--- config.mk ---
export PLATFORM = sky130hd
export DESIGN_NAME = ioc_cell
export DESIGN_NICKNAME = d
export VERILOG_FILES = /design/src/hw/ioc_pkg.sv /design/src/hw/ioc_cell.sv
export VERILOG_INCLUDE_DIRS = /design/src /design/src/hw
export SDC_FILE = /design/constraint.sdc
export NUM_CORES = 1
export LEC_CHECK = 0
export ABC_AREA = 1
export CORE_ASPECT_RATIO = 0.5
export CORE_MARGIN = 10
export CORE_UTILIZATION = 38
export CTS_CLUSTER_DIAMETER = 50
export DETAILED_ROUTE_END_ITERATION = 10
export DONT_BUFFER_PORTS = 1
export PLACE_DENSITY = 0.62
export SETUP_SLACK_MARGIN = 0.3
export SLEW_MARGIN = 20
export SYNTH_ARGS = -nofsm -noshare
export SYNTH_HDL_FRONTEND = slang
export SYNTH_SLANG_ARGS = --single-unit
--- constraint.sdc ---
create_clock -name sys_clk -period 1.7 [get_ports sys_clk]
set_input_delay 0.17 -clock sys_clk [delete_from_list [all_inputs] [get_ports sys_clk]]
set_output_delay 0.17 -clock sys_clk [all_outputs]
set_load 0.05 [all_outputs]
--- src/hw/ioc_params.svh ---
// Constants for the I/O cell: timing counts, register offsets, resets.
// Assumes the system clock runs at 100 MHz.
`ifndef IOC_PARAMS_SVH
`define IOC_PARAMS_SVH

`define IOC_CLK_NS       10
`define IOC_DLY_FULL_NS  30
`define IOC_DLY_MED_NS   20
`define IOC_DLY_FULL_CYC \
	((`IOC_DLY_FULL_NS + `IOC_CLK_NS - 1) / `IOC_CLK_NS)
`define IOC_DLY_MED_CYC \
	((`IOC_DLY_MED_NS + `IOC_CLK_NS - 1) / `IOC_CLK_NS)

`define IOC_OFS_CTRL     4'h0
`define IOC_OFS_STAT     4'h4
`define IOC_CTRL_W       17
`define IOC_STAT_W       9
`define IOC_CTRL_RST     17'h00000
`define IOC_RESP_OKAY    2'b00
`define IOC_RESP_SLVERR  2'b10

`endif

--- src/hw/ioc_pkg.sv ---
// Types shared by the I/O cell design.
// Assumes ioc_params.svh fixes the register widths.
`default_nettype none
`include "ioc_params.svh"

package ioc_pkg;

	typedef enum logic [1:0]
	{
		IOC_DLY_AUTO = 2'b00,
		IOC_DLY_MED  = 2'b01,
		IOC_DLY_NONE = 2'b10,
		IOC_DLY_FULL = 2'b11
	} ioc_dly_t;

	typedef enum logic [1:0]
	{
		IOC_SEL_CTRL = 2'b00,
		IOC_SEL_STAT = 2'b01,
		IOC_SEL_NONE = 2'b10
	} ioc_sel_t;

	typedef struct packed {
		logic     fab2_reg;
		logic     fab1_reg;
		logic     quick_en;
		ioc_dly_t dly_sel;
		logic     t_conn;
		logic     ce_conn;
		logic     ce_out_en;
		logic     ce_in_en;
		logic     t_inv;
		logic     out_inv;
		logic     out_reg;
		logic     out_preset;
		logic     in_preset;
		logic     out_clk_inv;
		logic     in_clk_inv;
		logic     in_latch;
	} ioc_cfg_t;

	typedef struct packed {
		ioc_dly_t dly_eff;
		logic     out_clk_lvl;
		logic     in_clk_lvl;
		logic     pad_driven;
		logic     pad_lvl;
		logic     quick_q;
		logic     out_q;
		logic     in_q;
	} ioc_stat_t;

endpackage : ioc_pkg

`default_nettype wire

--- src/hw/ioc_cell.sv ---
// One programmable I/O cell: input register, input delay, quick capture
// latch, output flop and three-state control, set up over AXI4-Lite.
// Assumes pad and cell clock pins are asynchronous to sys_clk; fabric
// signals are synchronous to sys_clk.
`timescale 1ns/1ps
`default_nettype none
`include "ioc_params.svh"

module ioc_cell
	import ioc_pkg::*;
#(
	parameter int ADDR_W   = 4,
	parameter int TWO_TAP  = 1,
	parameter int DLY_FULL = `IOC_DLY_FULL_CYC,
	parameter int DLY_MED  = `IOC_DLY_MED_CYC
)
(
	input  wire logic              sys_clk,
	input  wire logic              resetn,
	input  wire logic [ADDR_W-1:0] s_axi_awaddr,
	input  wire logic              s_axi_awvalid,
	output var  logic              s_axi_awready,
	input  wire logic [31:0]       s_axi_wdata,
	input  wire logic [3:0]        s_axi_wstrb,
	input  wire logic              s_axi_wvalid,
	output var  logic              s_axi_wready,
	output var  logic [1:0]        s_axi_bresp,
	output var  logic              s_axi_bvalid,
	input  wire logic              s_axi_bready,
	input  wire logic [ADDR_W-1:0] s_axi_araddr,
	input  wire logic              s_axi_arvalid,
	output var  logic              s_axi_arready,
	output var  logic [31:0]       s_axi_rdata,
	output var  logic [1:0]        s_axi_rresp,
	output var  logic              s_axi_rvalid,
	input  wire logic              s_axi_rready,
	input  wire logic              pad_in,
	output var  logic              pad_out,
	output var  logic              pad_oe_n,
	input  wire logic              in_clk_pin,
	input  wire logic              out_clk_pin,
	input  wire logic              cell_clock_enable,
	input  wire logic              global_set_reset,
	input  wire logic              global_output_float,
	input  wire logic              extest_active,
	input  wire logic              fab_out_data,
	input  wire logic              fab_tristate,
	output var  logic              fab_in1,
	output var  logic              fab_in2
);

	localparam int TAP_W = $clog2(DLY_FULL + 1);

	// Medium tap must sit strictly inside the full delay line
	if (ADDR_W < 4 || DLY_FULL < 1 || DLY_MED < 1 ||
		DLY_MED >= DLY_FULL || TWO_TAP < 0 || TWO_TAP > 1)
	begin : g_bad_param
		$error("ioc_cell: unsupported parameter values");
	end

	function automatic ioc_sel_t reg_sel(input logic [ADDR_W-1:0] a);
		reg_sel = IOC_SEL_NONE;
		if ((a >> 4) == '0 && a[3:0] == `IOC_OFS_CTRL)
			reg_sel = IOC_SEL_CTRL;
		else if ((a >> 4) == '0 && a[3:0] == `IOC_OFS_STAT)
			reg_sel = IOC_SEL_STAT;
	endfunction : reg_sel

	////////////////////////////////////////////////////////////////////////
	// Pin synchronisers: a change counts once stages two and three agree

	logic [2:0] pin_in;
	logic [2:0] sync_reg [3];
	logic [2:0] pin_lvl_reg;

	assign pin_in = {out_clk_pin, in_clk_pin, pad_in};

	for (genvar i = 0; i < 3; i++)
	begin : g_sync
		always_ff @(posedge sys_clk)
		begin
			if (!resetn)
			begin
				sync_reg[i]    <= 3'h0;
				pin_lvl_reg[i] <= 1'b0;
			end
			else
			begin
				sync_reg[i] <= {sync_reg[i][1:0], pin_in[i]};
				if (sync_reg[i][1] == sync_reg[i][2])
					pin_lvl_reg[i] <= sync_reg[i][2];
			end
		end
	end

	////////////////////////////////////////////////////////////////////////
	// Configuration and derived controls

	logic [`IOC_CTRL_W-1:0] ctrl_reg;
	ioc_cfg_t               cfg;
	ioc_dly_t               dly_eff;
	logic [TAP_W-1:0]       tap;
	logic                   ce_lvl;
	logic                   ce_in;
	logic                   ce_out;
	logic                   in_eff;
	logic                   out_eff;
	logic                   in_prev_reg;
	logic                   out_prev_reg;
	logic                   in_edge;
	logic                   out_edge;

	assign cfg = ioc_cfg_t'(ctrl_reg);

	always_comb
	begin
		case (cfg.dly_sel)
			IOC_DLY_AUTO: dly_eff = (cfg.quick_en && TWO_TAP == 1) ?
				IOC_DLY_MED : IOC_DLY_FULL;
			IOC_DLY_MED:  dly_eff = (TWO_TAP == 1) ?
				IOC_DLY_MED : IOC_DLY_FULL;
			IOC_DLY_NONE: dly_eff = IOC_DLY_NONE;
			default:      dly_eff = IOC_DLY_FULL;
		endcase
		case (dly_eff)
			IOC_DLY_MED:  tap = TAP_W'(DLY_MED);
			IOC_DLY_NONE: tap = '0;
			default:      tap = TAP_W'(DLY_FULL);
		endcase
	end

	// Shared enable; cannot be inverted, only steered per element
	assign ce_lvl = cfg.ce_conn ? cell_clock_enable : 1'b1;
	assign ce_in  = cfg.ce_in_en ? ce_lvl : 1'b1;
	assign ce_out = cfg.ce_out_en ? ce_lvl : 1'b1;

	// Separate clocks, each invertible inside the cell
	assign in_eff   = pin_lvl_reg[1] ^ cfg.in_clk_inv;
	assign out_eff  = pin_lvl_reg[2] ^ cfg.out_clk_inv;
	assign in_edge  = in_eff & ~in_prev_reg;
	assign out_edge = out_eff & ~out_prev_reg;

	always_ff @(posedge sys_clk)
	begin
		if (!resetn)
		begin
			in_prev_reg  <= 1'b0;
			out_prev_reg <= 1'b0;
		end
		else
		begin
			in_prev_reg  <= in_eff;
			out_prev_reg <= out_eff;
		end
	end

	////////////////////////////////////////////////////////////////////////
	// Input delay line, quick latch and input register

	logic [DLY_FULL:0] dly_line;
	logic [DLY_FULL:1] dly_reg;
	logic              dly_data;
	logic              quick_q_reg;
	logic              in_d;
	logic              in_q_reg;

	// Delay stands for several ns of added setup; zero hold is its purpose
	assign dly_line = {dly_reg, pin_lvl_reg[0]};
	assign dly_data = dly_line[tap];

	always_ff @(posedge sys_clk)
	begin
		if (!resetn)
			dly_reg <= '0;
		else
			dly_reg <= dly_line[DLY_FULL-1:0];
	end

	// User must feed out_clk_pin from an early buffer of the same pad
	always_ff @(posedge sys_clk)
	begin
		if (!resetn)
			quick_q_reg <= 1'b0;
		else if (global_set_reset)
			quick_q_reg <= cfg.in_preset;
		else if (!out_eff)
			quick_q_reg <= dly_data;
	end

	assign in_d = cfg.quick_en ? quick_q_reg : dly_data;

	always_ff @(posedge sys_clk)
	begin
		if (!resetn)
			in_q_reg <= 1'b0;
		else if (global_set_reset)
			in_q_reg <= cfg.in_preset;
		else if (ce_in)
		begin
			if (!cfg.in_latch && in_edge)
				in_q_reg <= in_d;
			else if (cfg.in_latch && !in_eff)
				in_q_reg <= in_d;
		end
	end

	////////////////////////////////////////////////////////////////////////
	// Output flop, pad drive and fabric inputs

	logic out_d;
	logic out_q_reg;
	logic t_eff;
	logic pad_out_reg;
	logic pad_oe_n_reg;
	logic fab_in1_reg;
	logic fab_in2_reg;

	assign out_d = fab_out_data ^ cfg.out_inv;
	assign t_eff = (cfg.t_conn ? fab_tristate : 1'b0) ^ cfg.t_inv;

	always_ff @(posedge sys_clk)
	begin
		if (!resetn)
			out_q_reg <= 1'b0;
		else if (global_set_reset)
			out_q_reg <= cfg.out_preset;
		else if (out_edge && ce_out)
			out_q_reg <= out_d;
	end

	// Floating takes priority over every data path, open drain relies on it
	always_ff @(posedge sys_clk)
	begin
		if (!resetn)
		begin
			pad_out_reg  <= 1'b0;
			pad_oe_n_reg <= 1'b1;
		end
		else
		begin
			pad_out_reg  <= cfg.out_reg ? out_q_reg : out_d;
			pad_oe_n_reg <= t_eff | (global_output_float &
				~extest_active);
		end
	end

	always_ff @(posedge sys_clk)
	begin
		if (!resetn)
		begin
			fab_in1_reg <= 1'b0;
			fab_in2_reg <= 1'b0;
		end
		else
		begin
			fab_in1_reg <= cfg.fab1_reg ? in_q_reg : pin_lvl_reg[0];
			fab_in2_reg <= cfg.fab2_reg ? in_q_reg : pin_lvl_reg[0];
		end
	end

	assign pad_out  = pad_out_reg;
	assign pad_oe_n = pad_oe_n_reg;
	assign fab_in1  = fab_in1_reg;
	assign fab_in2  = fab_in2_reg;

	////////////////////////////////////////////////////////////////////////
	// AXI4-Lite slave, one write and one read under way at a time

	logic              aw_held_reg;
	logic              w_held_reg;
	logic [ADDR_W-1:0] aw_addr_reg;
	logic [31:0]       w_data_reg;
	logic [3:0]        w_strb_reg;
	logic              awready_reg;
	logic              wready_reg;
	logic              bvalid_reg;
	logic [1:0]        bresp_reg;
	logic              arready_reg;
	logic              rvalid_reg;
	logic [1:0]        rresp_reg;
	logic [31:0]       rdata_reg;
	logic              aw_fire;
	logic              w_fire;
	logic              do_write;
	logic              aw_held_next;
	logic              w_held_next;
	logic              bvalid_next;
	logic              ar_fire;
	logic              rvalid_next;
	logic [31:0]       wmask;
	logic [31:0]       ctrl_next;
	ioc_stat_t         stat;

	assign aw_fire  = s_axi_awvalid & awready_reg;
	assign w_fire   = s_axi_wvalid & wready_reg;
	assign do_write = aw_held_reg & w_held_reg & ~bvalid_reg;
	assign ar_fire  = s_axi_arvalid & arready_reg;

	assign aw_held_next = do_write ? 1'b0 : (aw_held_reg | aw_fire);
	assign w_held_next  = do_write ? 1'b0 : (w_held_reg | w_fire);
	assign bvalid_next  = do_write | (bvalid_reg & ~s_axi_bready);
	assign rvalid_next  = ar_fire | (rvalid_reg & ~s_axi_rready);

	assign wmask = {{8{w_strb_reg[3]}}, {8{w_strb_reg[2]}},
		{8{w_strb_reg[1]}}, {8{w_strb_reg[0]}}};
	assign ctrl_next = ({15'h0000, ctrl_reg} & ~wmask) | (w_data_reg & wmask);

	assign stat = '{dly_eff: dly_eff, out_clk_lvl: pin_lvl_reg[2],
		in_clk_lvl: pin_lvl_reg[1], pad_driven: ~pad_oe_n_reg,
		pad_lvl: pin_lvl_reg[0], quick_q: quick_q_reg,
		out_q: out_q_reg, in_q: in_q_reg};

	always_ff @(posedge sys_clk)
	begin
		if (!resetn)
		begin
			aw_held_reg <= 1'b0;
			w_held_reg  <= 1'b0;
			aw_addr_reg <= '0;
			w_data_reg  <= 32'h00000000;
			w_strb_reg  <= 4'h0;
			awready_reg <= 1'b0;
			wready_reg  <= 1'b0;
			bvalid_reg  <= 1'b0;
			bresp_reg   <= `IOC_RESP_OKAY;
			ctrl_reg    <= `IOC_CTRL_RST;
		end
		else
		begin
			aw_held_reg <= aw_held_next;
			w_held_reg  <= w_held_next;
			awready_reg <= ~aw_held_next & ~bvalid_next;
			wready_reg  <= ~w_held_next & ~bvalid_next;
			bvalid_reg  <= bvalid_next;
			if (aw_fire)
				aw_addr_reg <= s_axi_awaddr;
			if (w_fire)
			begin
				w_data_reg <= s_axi_wdata;
				w_strb_reg <= s_axi_wstrb;
			end
			if (do_write)
			begin
				// Status is read only; writes to it are dropped quietly
				bresp_reg <= (reg_sel(aw_addr_reg) == IOC_SEL_NONE) ?
					`IOC_RESP_SLVERR : `IOC_RESP_OKAY;
				if (reg_sel(aw_addr_reg) == IOC_SEL_CTRL)
					ctrl_reg <= ctrl_next[`IOC_CTRL_W-1:0];
			end
		end
	end

	always_ff @(posedge sys_clk)
	begin
		if (!resetn)
		begin
			arready_reg <= 1'b0;
			rvalid_reg  <= 1'b0;
			rresp_reg   <= `IOC_RESP_OKAY;
			rdata_reg   <= 32'h00000000;
		end
		else
		begin
			arready_reg <= ~rvalid_next;
			rvalid_reg  <= rvalid_next;
			if (ar_fire)
			begin
				case (reg_sel(s_axi_araddr))
					IOC_SEL_CTRL:
					begin
						rdata_reg <= {15'h0000, ctrl_reg};
						rresp_reg <= `IOC_RESP_OKAY;
					end
					IOC_SEL_STAT:
					begin
						rdata_reg <= {23'h000000, stat};
						rresp_reg <= `IOC_RESP_OKAY;
					end
					default:
					begin
						rdata_reg <= 32'h00000000;
						rresp_reg <= `IOC_RESP_SLVERR;
					end
				endcase
			end
		end
	end

	assign s_axi_awready = awready_reg;
	assign s_axi_wready  = wready_reg;
	assign s_axi_bvalid  = bvalid_reg;
	assign s_axi_bresp   = bresp_reg;
	assign s_axi_arready = arready_reg;
	assign s_axi_rvalid  = rvalid_reg;
	assign s_axi_rresp   = rresp_reg;
	assign s_axi_rdata   = rdata_reg;
endmodule : ioc_cell

`default_nettype wire

[After elaboration in Yosys (flattened, before gate mapping)]
Memory sizes are Yosys's and may differ from the RTL's.
Cells that the tools add are included.
Operators by class
  shifts and indexed selects: 0
  $add $sub $neg: 0
  divide/modulo/power cells: 0
  eq/ne operators: 12
  multiply operators: 0
  reduce and logical (&&, ||, !) cells: 16
  $lt $le $gt $ge: 1
  bitwise logic cells: 39
  muxes and demuxes: 39
Operators by type and width (number)
  AND 17 bit: 2
  case mux 17 bit (2 select lines): 1
  2-to-1 mux 2 bit: 11
  2-to-1 mux 1 bit: 21
  NOT 17 bit: 1
  OR 17 bit: 1
  AND 1 bit: 12
  NOT 1 bit: 11
  2-to-1 mux 3 bit: 3
  == test 4 x 3 -> 1 bit, second input constant: 2
  logical NOT 4 bit: 2
  OR 1 bit: 8
  == test 2 x 1 -> 1 bit, second input constant: 3
  == test 2 bit, second input constant: 3
  logical NOT 2 bit: 3
  case mux 2 bit (3 select lines): 1
  case mux 2 bit (2 select lines): 1
  AND reduction 2 bit: 2
  nonzero test 2 bit: 2
  bitwise XOR 1 bit: 4
  == test 1 bit: 3
  logical AND 1 bit: 3
  less-than comparator 2 x 3 -> 1 bit, second input constant: 1
  nonzero test 3 bit: 1
  4 further kinds: 5
Word-level totals
  bits in latches: 0
  memories kept: 1
  bits of input ports: 60
  register bits: 99
  memory bits (writable): 9
  output and inout port bits: 45
  bits in read-only memories: 0
Memory list
  sync_reg: words 3, bits a word 3, rd ports 3, clocked after memory_dff 0, wr ports 3, line ioc_cell.sv:73  | logic [2:0] sync_reg [3];

[Logic depth before layout (Yosys ltp)]
Gate-level depths: netlist of the first run.
  depth in word-level cells: 11
  depth in mapped cells: 10
  gate-level depth less buffers: 10

[Worst setup path after synthesis of the first run]
No wires, ideal clock.
  kind: register to register
  from: register arready_reg, in the netlist s_axi_arready
  to: register rdata_reg[2], in the netlist s_axi_rdata[2]
  cell stages (with the launch flop): 7
  path slack: 179 ps
  period minus slack after synthesis: 1521 ps
  path buffers: 1
  setup time: 117 ps
  arrival time: 1405 ps
  path through: dfxtp_1 > nand2_1 > inv_1 > buf_2 > nand3_1 > o211ai_1 > inv_1
Between the ends
  longest elaborated chain between the ends: 1
RTL lines
  from (decl): line ioc_cell.sv:278  | logic arready_reg;
  from (signal assigned): line ioc_cell.sv:364  | arready_reg <= ~rvalid_next;
  AND 1 bit: line ioc_cell.sv:297  | assign ar_fire = s_axi_arvalid & arready_reg;
  to (signal assigned): line ioc_cell.sv:371  | rdata_reg <= {15'h0000, ctrl_reg};
  to (signal assigned): line ioc_cell.sv:376  | rdata_reg <= {23'h000000, stat};
  to (decl): line ioc_cell.sv:281  | logic [31:0] rdata_reg;
No other way between the ends.
A chain may end at the register's enable or synchronous reset.

==> impl_summary.log, run 1 <==
[metrics] prevailing post-synth register cell: sky130_fd_sc_hd__dfxtp_1
[metrics] Post-Synth Adder-Cell Area: 0%
[metrics] row count: 24
[metrics] largest net degree at the start of global routing: 62
[metrics] GRT Residual Overflow: 0
[metrics] most used cells in the layout excluding fill and tap cells: 100 x sky130_fd_sc_hd__nor2_1, 87 x sky130_fd_sc_hd__dfxtp_1, 49 x sky130_fd_sc_hd__inv_1, 46 x sky130_fd_sc_hd__nand2_1, 44 x sky130_fd_sc_hd__o21ai_0
[metrics] number of antenna violations at the first check in global routing: 1
[metrics] half-perimeter wire length of the detailed placement result: 5941 um
[metrics] die span in y: 87.89 um
[metrics] Crit path max-delay family: simple AND/OR/NAND/NOR gates
[metrics] leakage power: 0.001943 uW
[metrics] Mean Syn Cell Area: 7.680 um2
[metrics] Synth async-reset ratio: 0%
[metrics] Data arrival, critical path: 1.60 ns
[metrics] vias post-DR: 2911
[metrics] Final nets: 562
[metrics] starting utilization of the core area: 39.67%
[metrics] launch point of the worst reg-to-reg path: aw_held_reg
[metrics] final critical delay including setup and external delays: 1.362 ns
[metrics] first-pass GRT wire length: 13620 um
[metrics] share of post-route cells with drive strength above 1: 13.21%
[metrics] final cycle utilization of the critical path: 80.09%
[metrics] register area share after synthesis: 52.02%
[metrics] number of buffers inserted by port buffering: 0
[metrics] RSZ-0062 raised after global routing: true
[metrics] Buf+Inv Stages, Crit Path: 3
[metrics] Synth warnings: 0
[metrics] core footprint: 8828 um2
[metrics] Die X-Extent: 155.8 um
[metrics] drt total wl: 8611 um
[metrics] HP Class: in -> reg
[metrics] register area: 1827 um2
[metrics] slowest cell on the critical path: sky130_fd_sc_hd__dfxtp_2
[metrics] clock tree from TritonCTS: yes
[metrics] hold slack final: 0.001581 ns
[metrics] clock buffers created by TritonCTS: 9
[metrics] grt peak-use layer: met2
[metrics] dominant combinational cell family by area after synthesis: simple AND/OR/NAND/NOR gates
[metrics] # diodes: 0
[metrics] All-Layer GR Usage: 12.57%
[metrics] final weighted congestion in routability-driven placement: 0.7903
[metrics] vias per std cell: 4.665
[metrics] CP max stage delay: 0.33 ns
[metrics] sequence of cells on the critical path: inv_2 -> nor2_4 -> nand2_2 -> nor2_4 -> nand2_2 -> inv_4 -> buf_8 -> nand2_8 -> o21ai_1 -> nor2_1
[metrics] complex-gate fraction of the synthesized area: 15.68%
[metrics] number of iterations in the first detailed-routing pass: 4
[metrics] transition at the pin with the smallest max-transition slack: 0.5704 ns
[metrics] cell accounting for the most synthesized area: sky130_fd_sc_hd__dfxtp_1
[metrics] peak clock frequency supported by timing: 734.4 MHz
[metrics] endpoints failing hold: 0
[metrics] PwrDens: 1128 nW/um2
[metrics] number of antenna-violating nets in the routed design: 0
[metrics] count of unique library cells instantiated by Yosys: 27
[metrics] area taken by multi-input logic gates: 1375 um2
[metrics] Crit. Startpoint: aw_held_reg
[metrics] clock sink count: 91
[metrics] global routing met2 resource utilization: 18.51%
[metrics] reported max-cap violation count: 0
[metrics] category of the most critical setup path: reg -> reg
[metrics] M3 GR Usage: 5.235%
[metrics] IO Count: 105
[metrics] Max Root-Sink Buffers: 2
[metrics] biggest area contributors in the synthesized netlist: sky130_fd_sc_hd__dfxtp_1 52%, sky130_fd_sc_hd__nor2_1 11%, sky130_fd_sc_hd__o21ai_0 6.6%, sky130_fd_sc_hd__inv_1 5.7%, sky130_fd_sc_hd__nand2_1 5.1%
[metrics] area share of the leading cell type in the synthesized netlist: 52.02%
[metrics] fill cell count: 879
[metrics] area of the die: 13690 um2
[metrics] Required @ worst endpoint: 1.94 ns
[metrics] status: completed
[metrics] average wire per cell in the routed design: 13.80 um
[metrics] utilization after layout: 49.19%
[metrics] Cell Area, Synth: 3502 um2
[metrics] Post-Route Skew: 0.006463 ns
[metrics] count of flip-flops with a built-in enable after synthesis: 0
[metrics] area fraction in and, or, nand and nor cells after synthesis: 19.72%
[metrics] H-tree levels: 3
[metrics] proportion of synthesized area in mux cells: 0%
[metrics] area after detailed placement: 3691 um2
[metrics] vias in the first global route: 2682
[metrics] clock latency of the later-clocked register in the worst-skew pair: 0.34 ns
[metrics] xor and xnor area share after synthesis: 0.5002%
[metrics] # setup viols final: 0
[metrics] Max-Slew Margin vs Limit: 61.74%
[metrics] most frequent standard cell in the layout excluding fill and tap cells: sky130_fd_sc_hd__nor2_1
[metrics] peak supply drop: 0.5166 mV
[metrics] area grow syn2layout: 24.01%
[metrics] root buf cell: sky130_fd_sc_hd__clkbuf_16
[metrics] drt initial violations: 180
[metrics] final max-slew violation count: 0
[metrics] Hold Path Origin: s_axi_wdata[12]
[metrics] met1 track demand over resource: 16.11%
[metrics] instance count of the mapped netlist: 456
[metrics] final setup TNS: 0 ns
[metrics] number of synthesized register bits: 91
[metrics] clk slew on worst S/H paths: 0.06 ns
[metrics] endpoint kind of the worst setup timing path: register
[metrics] crit path max fanout: 6
[metrics] number of design rule violations left after detail routing: 0
[metrics] post-route cell area: 4343 um2
[metrics] category of the worst setup path launch point: register
[worst reg2reg max path: cells and delay by family, from the launching register on]
family                 cells  cell delay (ns)
AOI/OAI and AO/OA          1             0.17
buffers and inverters      3             0.25
and+or+nand+nor            6             0.51
DFF                        1             0.33
[routing by layer]
metal	vias to the layer above	share of wire, %
met5	-	0.13
li1	1511	-
met3	9	7.9
met4	2	1.0
met2	77	42
met1	1312	49
[logic make-up after synthesis]
group,after synthesis
AOI/OAI and AO/OA,100
xor gates and xnor gates,2
DFF,91
and+or+nand+nor,173
other,1
buffers and inverters,89
[what timing repair did]
item	4_1_cts	5_1_grt
buffers inserted	0	4
endpoints found under the setup margin	0	28
hold endpoints to repair	65	0
hold buffers	22	0
gates resized for setup	0	20
[worst paths after layout]
check	cells past startpoint	slack [ns]	endpoint
worst max-delay path	10	0.34	register
worst min-delay path	2	0.002	w_data_reg[12]
worst max register to register	10	0.34	register
worst min register to register	2	0.41	dly_reg[2]
[cell type report]
cell class / instances / area share, %
tap: 117 / 3.371
inverter: 56 / 5.099
clock buffer: 9 / 5.186
multi-input combinational: 293 / 31.66
timing repair buffer: 51 / 10.49
sequential: 91 / 42.06
clock inverter: 7 / 2.132
[cells in the mapped netlist (2+ instances only)]
cell type and number:
sky130_fd_sc_hd__o22ai_1 2, sky130_fd_sc_hd__a32oi_1 8, sky130_fd_sc_hd__xnor2_1 2, sky130_fd_sc_hd__o211ai_1 2
sky130_fd_sc_hd__o21ai_2 2, sky130_fd_sc_hd__buf_2 2, sky130_fd_sc_hd__buf_6 2, sky130_fd_sc_hd__a21oi_1 26
sky130_fd_sc_hd__nand2_2 3, sky130_fd_sc_hd__nor2_1 100, sky130_fd_sc_hd__clkinv_1 2, sky130_fd_sc_hd__inv_1 53
sky130_fd_sc_hd__buf_4 18, sky130_fd_sc_hd__o21ai_0 46, sky130_fd_sc_hd__nor2_2 3, sky130_fd_sc_hd__nand3_1 16
sky130_fd_sc_hd__dfxtp_1 91, sky130_fd_sc_hd__clkbuf_1 11, sky130_fd_sc_hd__nand2_1 48, sky130_fd_sc_hd__o21ai_1 12
[where the power goes]
group	switching (uW)	internal (uW)	total, uW
combinational	352	156	508
sequential	57.4	2220	2280
clock	830	1280	2110
[through the flow]
stage	setup WS, ns	std cells	total power (uW)
3_5_place_dp	0.3303	581	2746
2_1_floorplan	0.3879	472	2697
6_report	0.3384	624	4897
4_1_cts	0.3129	619	4915
5_1_grt	0.2301	624	5083
3_3_place_gp	0.3107	581	2742
Power figures use the tool's default switching activity.
==> run 2, diff against run 1 <==
--- a/config.mk
+++ b/config.mk
@@ -6,7 +6,7 @@
 export SDC_FILE = /design/constraint.sdc
 export NUM_CORES = 1
 export LEC_CHECK = 0
-export ABC_AREA = 1
+export ABC_AREA = 0
 export CORE_ASPECT_RATIO = 0.5
 export CORE_MARGIN = 10
 export CORE_UTILIZATION = 38
==> constraint.sdc (replaced) <==
create_clock -name sys_clk -period 1.4 [get_ports sys_clk]
set_input_delay 0.14 -clock sys_clk [delete_from_list [all_inputs] [get_ports sys_clk]]
set_output_delay 0.14 -clock sys_clk [all_outputs]
set_load 0.05 [all_outputs]
==> impl_summary.log, run 2 <==
[metrics] final max-slew violation count: 0 (unchanged)
[metrics] final cycle utilization of the critical path: 86.68% (+6.6 points)
[metrics] IO Count: 105 (unchanged)
[metrics] area share of the leading cell type in the synthesized netlist: 51.93% (-0.093 points)
[metrics] # diodes: 0 (unchanged)
[metrics] clk slew on worst S/H paths: 0.06 ns (about the same)
[metrics] clock latency of the later-clocked register in the worst-skew pair: 0.34 ns (about the same)
[metrics] Max Root-Sink Buffers: 2 (unchanged)
[metrics] crit path max fanout: 8 (+2)
[metrics] vias in the first global route: 2964 (+11%)
[metrics] cts hold-fix bufs: 35 (+59%)
[metrics] biggest area contributors in the synthesized netlist: sky130_fd_sc_hd__dfxtp_1 52%, sky130_fd_sc_hd__nand2_1 8.0%, sky130_fd_sc_hd__a21oi_1 5.8%, sky130_fd_sc_hd__buf_4 3.6%, sky130_fd_sc_hd__nand3_1 3.3%
[metrics] Cell Area, Synth: 3508 um2 (+0.18%)
[metrics] count of flip-flops with a built-in enable after synthesis: 0 (unchanged)
[metrics] status: complete, but fails checks
[metrics] slowest cell on the critical path: sky130_fd_sc_hd__dfxtp_4
[metrics] most numerous cell types in the synthesized netlist: 91 x sky130_fd_sc_hd__dfxtp_1, 75 x sky130_fd_sc_hd__nand2_1, 41 x sky130_fd_sc_hd__a21oi_1, 26 x sky130_fd_sc_hd__nor2_1, 23 x sky130_fd_sc_hd__nand3_1
[metrics] H-tree levels: 3 (unchanged)
[metrics] endpoint kind of the worst setup timing path: register
[metrics] hold slack final: -0.07009 ns (-0.07167 ns)
[metrics] most used cells in the layout excluding fill and tap cells: 74 x sky130_fd_sc_hd__nand2_1, 74 x sky130_fd_sc_hd__dfxtp_1, 44 x sky130_fd_sc_hd__buf_4, 35 x sky130_fd_sc_hd__a21oi_1, 32 x sky130_fd_sc_hd__dlygate4sd3_1
[metrics] drt total wl: 9281 um (+7.8%)
[metrics] CP max stage delay: 0.34 ns (about the same)
[metrics] library cell with the highest instance count after synthesis: sky130_fd_sc_hd__dfxtp_1
[metrics] row count: 24 (unchanged)
[metrics] Die X-Extent: 155.9 um (about the same)
[metrics] root buf cell: sky130_fd_sc_hd__clkbuf_16
[metrics] number of synthesized register bits: 91 (unchanged)
[metrics] PwrDens: 1171 nW/um2 (+3.8%)
[metrics] Post-Route Skew: 0.007543 ns (+0.001080 ns)
[metrics] area of the die: 13710 um2 (+0.15%)
[metrics] peak clock frequency supported by timing: 824.0 MHz (+12%)
[metrics] number of antenna-violating nets in the routed design: 0 (unchanged)
[metrics] reported max-cap violation count: 0 (unchanged)
[metrics] All-Layer GR Usage: 13.65% (+1.1 points)
[metrics] largest net degree at the start of global routing: 59 (-4.8%)
[metrics] half-perimeter wire length of the detailed placement result: 6155 um (+3.6%)
[metrics] category of the most critical setup path: reg -> reg
[metrics] final critical delay including setup and external delays: 1.214 ns (-0.1480 ns)
[metrics] clock buffers created by TritonCTS: 9 (unchanged)
[metrics] Final nets: 540 (-3.9%)
[metrics] final setup TNS: 0 ns (unchanged)
[metrics] cell count of the worst hold path: 1 (-1)
[metrics] Synth async-reset ratio: 0% (unchanged)
[metrics] count of unique library cells instantiated by Yosys: 43 (+59%)
[metrics] number of design rule violations left after detail routing: 0 (unchanged)
[metrics] clock sink count: 91 (unchanged)
[metrics] vias per std cell: 4.935 (+5.8%)
[metrics] average wire per cell in the routed design: 15.44 um (+12%)
[metrics] area grow syn2layout: 38.52%
[metrics] category of the worst setup path launch point: register
[metrics] Required @ worst endpoint: 1.63 ns (-0.31 ns)
[metrics] Register-to-Register Setup Slack: 0.19 ns (-0.15 ns)
[metrics] die span in y: 87.95 um (about the same)
[metrics] RSZ-0062 raised after global routing: true
[metrics] Data arrival, critical path: 1.45 ns (-0.15 ns)
[metrics] number of iterations in the first detailed-routing pass: 4 (unchanged)
[metrics] prevailing post-synth register cell: sky130_fd_sc_hd__dfxtp_1
[metrics] number of buffers inserted by port buffering: 0 (unchanged)
[metrics] number of antenna violations at the first check in global routing: 0 (-1)
[metrics] Synth warnings: 0 (unchanged)
[metrics] register area share after synthesis: 51.93% (-0.093 points)
[metrics] Hold Path Origin: resetn
[metrics] endpoints failing hold: 36 (+36)
[metrics] clock tree from TritonCTS: yes
[metrics] # setup viols final: 0 (unchanged)
[metrics] peak supply drop: 0.6720 mV (+30%)
[metrics] Mean Syn Cell Area: 8.599 um2 (+12%)
[metrics] hold worst-path end: sync_reg[0][2]
[metrics] final weighted congestion in routability-driven placement: 0.8099 (+2.5%)
[metrics] violated checks: negative hold slack
[metrics] GRT Residual Overflow: 0 (unchanged)
[metrics] drt initial violations: 231 (+28%)
[metrics] instance count of the mapped netlist: 408 (-11%)
[metrics] core footprint: 8859 um2 (+0.34%)
[metrics] first-pass GRT wire length: 15060 um (+11%)
[metrics] leakage power: 0.001818 uW (-6.4%)
[metrics] share of post-route cells with drive strength above 1: 27.07% (+14 points)
[metrics] launch point of the worst reg-to-reg path: s_axi_bvalid
[metrics] depth of the most critical reg-to-reg path: 5 (-5)
[metrics] sequence of cells on the critical path: and3b_2 -> nand4b_1 -> buf_6 -> nand3_2 -> o21ai_1
[metrics] starting utilization of the core area: 39.60% (-0.064 points)
[metrics] cell accounting for the most synthesized area: sky130_fd_sc_hd__dfxtp_1
[metrics] HP Class: in -> reg
[metrics] vias post-DR: 2966 (+1.9%)
[metrics] Tot Pwr: 5690 uW (+16%)
## run 2: cell types whose count changed in the layout (fill, tap and decap cells not counted), moves of 8 or more
| cell | before | now |
|---|---|---|
| sky130_fd_sc_hd__nor2_1 | 100 | 25 |
| sky130_fd_sc_hd__inv_1 | 49 | 4 |
| sky130_fd_sc_hd__o21ai_0 | 44 | 7 |
| sky130_fd_sc_hd__nand2_1 | 46 | 74 |
| sky130_fd_sc_hd__buf_4 | 28 | 44 |
| sky130_fd_sc_hd__and2_1 | 0 | 15 |
| sky130_fd_sc_hd__dfxtp_1 | 87 | 74 |
| sky130_fd_sc_hd__dlygate4sd3_1 | 21 | 32 |
| sky130_fd_sc_hd__nand3_2 | 0 | 10 |
| sky130_fd_sc_hd__a21oi_1 | 26 | 35 |
| sky130_fd_sc_hd__dfxtp_4 | 0 | 9 |
| sky130_fd_sc_hd__a22oi_2 | 0 | 8 |
| sky130_fd_sc_hd__a32oi_1 | 8 | 0 |
## run 2: through the flow
step           cells  instance area, um2  hold slack, ns  util [%]  setup WS [ns]
2_1_floorplan    424                3746          0.2673         -        0.01386
3_3_place_gp     538                3909          0.2306     44.12         0.1420
3_5_place_dp     538                3909          0.2460     44.12        0.09508
4_1_cts          600                4772         -0.1093     53.87         0.1885
5_1_grt          601                4860         -0.1014     54.86         0.1007
6_report         601                4860        -0.07009     54.86         0.1865
## run 2: cells by family after synthesis
kind of cell / synth area share [%]
compound gates: 14.34
xor+xnor: 0.7491
buf+inv: 7.168
flops: 51.93
mux: 2.889
other cells: 0.1069
simple gates: 22.82
## run 2: layout make-up
type                    count  area [um2]
fillers                   805        3999
flip-flops and latches     91        1866
clock inverters             3       43.79
clock buffers              12       267.8
inverters                   5       18.77
well taps                 117       146.4
repair buffers             86       774.5
multi-input cells         287        1743
## run 2: worst max path at each step
stage,from,to,cells past startpoint
floorplan,s_axi_bvalid,register,6
global placement,register,quick_q_reg,4
detailed placement,register,quick_q_reg,4
CTS,register,in_q_reg,4
global route,s_axi_bvalid,register,5
finish,s_axi_bvalid,register,5
## run 2: power breakdown
part           switching, uW  internal (uW)
combinational            318            180
sequential              49.3           2640
clock                    966           1530
total                   1330           4360
## run 2: worst max-delay path, delay by kind of cell, from the launching register on
| kind | cells | cell delay, ns |
|---|---|---|
| AOI/OAI and AO/OA | 1 | 0.05 |
| buffers and inverters | 1 | 0.20 |
| DFF | 1 | 0.34 |
| and+or+nand+nor | 3 | 0.51 |
## run 2: routing by layer
metal	vias up	wire (um)	track usage [%]
li1	1498	-	-
met1	1367	4412	17.87
met2	90	3833	20.03
met3	11	891	5.284
met4	0	144	5.026
met5	-	0	0
## run 2: what timing repair did
item | CTS | global route
hold endpoints to repair | 63 | 36
buffers inserted | 11 | 4
resized for setup | 33 | 21
pin swaps | 15 | 15
setup endpoints to repair | 34 | 44
cloned | 1 | 0
==> run 3, diff against run 2 <==
--- a/config.mk
+++ b/config.mk
@@ -7,13 +7,17 @@
 export NUM_CORES = 1
 export LEC_CHECK = 0
 export ABC_AREA = 0
+export CAP_MARGIN = 15
+export CELL_PAD_IN_SITES_DETAIL_PLACEMENT = 0
+export CELL_PAD_IN_SITES_GLOBAL_PLACEMENT = 2
 export CORE_ASPECT_RATIO = 0.5
 export CORE_MARGIN = 10
-export CORE_UTILIZATION = 38
+export CORE_UTILIZATION = 35
 export CTS_CLUSTER_DIAMETER = 50
 export DETAILED_ROUTE_END_ITERATION = 10
 export DONT_BUFFER_PORTS = 1
-export PLACE_DENSITY = 0.62
+export GPL_TIMING_DRIVEN = 0
+export PLACE_DENSITY = 0.86
 export SETUP_SLACK_MARGIN = 0.3
 export SLEW_MARGIN = 20
 export SYNTH_ARGS = -nofsm -noshare
==> impl_summary.log, run 3 (synthesis gave the netlist of run 2 again) <==
[metrics] H-tree levels: 3 (unchanged)
[metrics] half-perimeter wire length of the detailed placement result: 7272 um (+18%)
[metrics] peak clock frequency supported by timing: 717.1 MHz (-13%)
[metrics] vias per std cell: 4.855 (-1.6%)
[metrics] final weighted congestion in routability-driven placement: 0.8236 (+1.7%)
[metrics] clk slew on worst S/H paths: 0.06 ns (about the same)
[metrics] Max Root-Sink Buffers: 2 (unchanged)
[metrics] peak supply drop: 0.5572 mV (-17%)
[metrics] area grow syn2layout: 51.93%
[metrics] PwrDens: 1080 nW/um2 (-7.7%)
[metrics] row count: 25 (+4.2%)
[metrics] Data arrival, critical path: 1.62 ns (+0.17 ns)
[metrics] slowest cell on the critical path: sky130_fd_sc_hd__dfxtp_4
[metrics] number of buffers inserted by port buffering: 0 (unchanged)
[metrics] sequence of cells on the critical path: and3b_1 -> buf_6 -> nand4b_1 -> buf_6 -> nand3_2 -> o21ai_1
[metrics] clock tree from TritonCTS: yes
[metrics] register area: 1881 um2 (+0.80%)
[metrics] first-pass GRT wire length: 16050 um (+6.6%)
[metrics] HP Class: in -> reg
[metrics] root buf cell: sky130_fd_sc_hd__clkbuf_16
[metrics] fill cell count: 891 (+11%)
[metrics] number of antenna-violating nets in the routed design: 0 (unchanged)
[metrics] Crit path max-delay family: simple AND/OR/NAND/NOR gates
[metrics] Max-Slew Margin vs Limit: 41.37%
[metrics] endpoints failing hold: 0 (-100%)
[metrics] number of design rule violations left after detail routing: 0 (unchanged)
[metrics] final critical delay including setup and external delays: 1.394 ns (+0.1809 ns)
[metrics] Final nets: 546 (+1.1%)
[metrics] area of the die: 14670 um2 (+7.0%)
[metrics] largest net degree at the start of global routing: 15 (-75%)
[metrics] most frequent standard cell in the layout excluding fill and tap cells: sky130_fd_sc_hd__dfxtp_1
[metrics] crit-path most repeated cell: sky130_fd_sc_hd__buf_6
[metrics] category of the worst setup path launch point: register
[metrics] All-Layer GR Usage: 13.77% (+0.12 points)
[metrics] category of the most critical setup path: reg -> reg
[metrics] clock latency of the later-clocked register in the worst-skew pair: 0.34 ns (about the same)
[metrics] Buf+Inv Stages, Crit Path: 2 (+1)
[metrics] most used cells in the layout excluding fill and tap cells: 56 x sky130_fd_sc_hd__dfxtp_1, 52 x sky130_fd_sc_hd__nand2_1, 33 x sky130_fd_sc_hd__dlygate4sd3_1, 29 x sky130_fd_sc_hd__dfxtp_2, 24 x sky130_fd_sc_hd__a21oi_2
[metrics] # setup viols final: 0 (unchanged)
[metrics] core footprint: 9603 um2 (+8.4%)
[metrics] vias post-DR: 3039 (+2.5%)
[metrics] RSZ-0062 raised after global routing: true
[metrics] Die X-Extent: 161.6 um (+3.7%)
[metrics] number of antenna violations at the first check in global routing: 0 (unchanged)
[metrics] drt total wl: 10540 um (+14%)
[metrics] clock buffers created by TritonCTS: 9 (unchanged)
[metrics] starting utilization of the core area: 36.53% (-3.1 points)
[metrics] clock sink count: 91 (unchanged)
[metrics] final non-filler cell total: 626 (+4.2%)
[metrics] Required @ worst endpoint: 1.63 ns (about the same)
[metrics] IO Count: 105 (unchanged)
[metrics] share of post-route cells with drive strength above 1: 39.92% (+13 points)
[metrics] crit path max fanout: 6 (-2)
[metrics] Tot Pwr: 5759 uW (+1.2%)
[metrics] leakage power: 0.002049 uW (+13%)
[metrics] Post-Route Skew: 0.007553 ns (+0.000009220 ns)
[metrics] status: completed
[metrics] final cycle utilization of the critical path: 99.60% (+13 points)
[metrics] area taken by multi-input logic gates: 2019 um2 (+16%)
[metrics] drt initial violations: 139 (-40%)
[metrics] GRT Residual Overflow: 0 (unchanged)
[metrics] endpoint kind of the worst setup timing path: register
[metrics] CP max stage delay: 0.41 ns (+0.07 ns)
[metrics] hold slack final: 0.008843 ns (+0.07893 ns)
[metrics] # diodes: 0 (unchanged)
[metrics] number of iterations in the first detailed-routing pass: 4 (unchanged)
[metrics] transition at the pin with the smallest max-transition slack: 0.8795 ns
[metrics] vias in the first global route: 2877 (-2.9%)
[metrics] dpl cells: 559 (+3.9%)
[metrics] die span in y: 90.80 um (+3.2%)
[metrics] final max-slew violation count: 0 (unchanged)
[metrics] reported max-cap violation count: 0 (unchanged)
[metrics] average wire per cell in the routed design: 16.84 um (+9.1%)
[run 3: changes by cell type in the layout (fill, tap and decap cells not counted), moves of 11 or more]
cell	change
sky130_fd_sc_hd__clkbuf_1	+11
sky130_fd_sc_hd__buf_4	-21
sky130_fd_sc_hd__dfxtp_2	+21
sky130_fd_sc_hd__nand2_4	+18
sky130_fd_sc_hd__nand2_1	-22
sky130_fd_sc_hd__a21oi_2	+18
sky130_fd_sc_hd__a21oi_1	-20
sky130_fd_sc_hd__dfxtp_1	-18
[run 3: final cells by class]
class                           instances  area share [%]
Timing Repair Buffer                   51           11.53
Clock buffer                           13           5.070
Buffer                                 41           6.338
Clock inverter                          3          0.3756
Sequential cell                        91           35.28
Tap cell                              135           3.169
Inverter                                5          0.3521
Multi-Input combinational cell        287           37.89
[run 3: path summary, 6_finish.rpt]
kind / from / to / slack [ns] / cells past startpoint
max: s_axi_bvalid / register / 0.006 / 6
min: s_axi_wvalid / w_data_reg[10] / 0.009 / 3
max reg2reg: s_axi_bvalid / register / 0.006 / 6
min reg2reg: sync_reg[1][0] / sync_reg[1][1] / 0.43 / 1
[run 3: worst min-delay path: stages]
cell and delay (ns):
sky130_fd_sc_hd__nand2_2 0.05, sky130_fd_sc_hd__nand2_1 0.06, sky130_fd_sc_hd__a21oi_1 0.05
[run 3: per-layer routing]
| layer | GRT usage [%] | routed length [um] |
|---|---|---|
| met5 | 0 | 0 |
| met4 | 3.163 | 59 |
| met3 | 7.552 | 1065 |
| met1 | 18.32 | 5103 |
| met2 | 18.73 | 4315 |
[run 3: per-stage QoR]
stage | setup WS, ns | cell area (um2) | TNS (ns) | utilization [%]
floorplan | 0.01386 | 3746 | 0 | -
global placement | -0.2012 | 3915 | -2.432 | 40.77
detailed placement | -0.1992 | 3915 | -2.407 | 40.77
CTS | 0.003059 | 4898 | 0 | 51.01
global route | -0.06049 | 5330 | -0.3358 | 55.50
finish | 0.005577 | 5330 | 0 | 55.50
[run 3: repair_timing]
action / in CTS / in global routing
endpoints found under the hold margin: 31 / 0
pin swaps: 25 / 47
endpoints found under the setup margin: 85 / 62
setup buffers: 11 / 1
gates resized for setup: 66 / 91
cloned: 3 / 3
hold buffers: 33 / 0
[run 3: power by group]
group / internal (uW) / switching (uW)
logic: 280 / 379
registers: 2650 / 110
clock network: 1350 / 986
total: 4280 / 1470
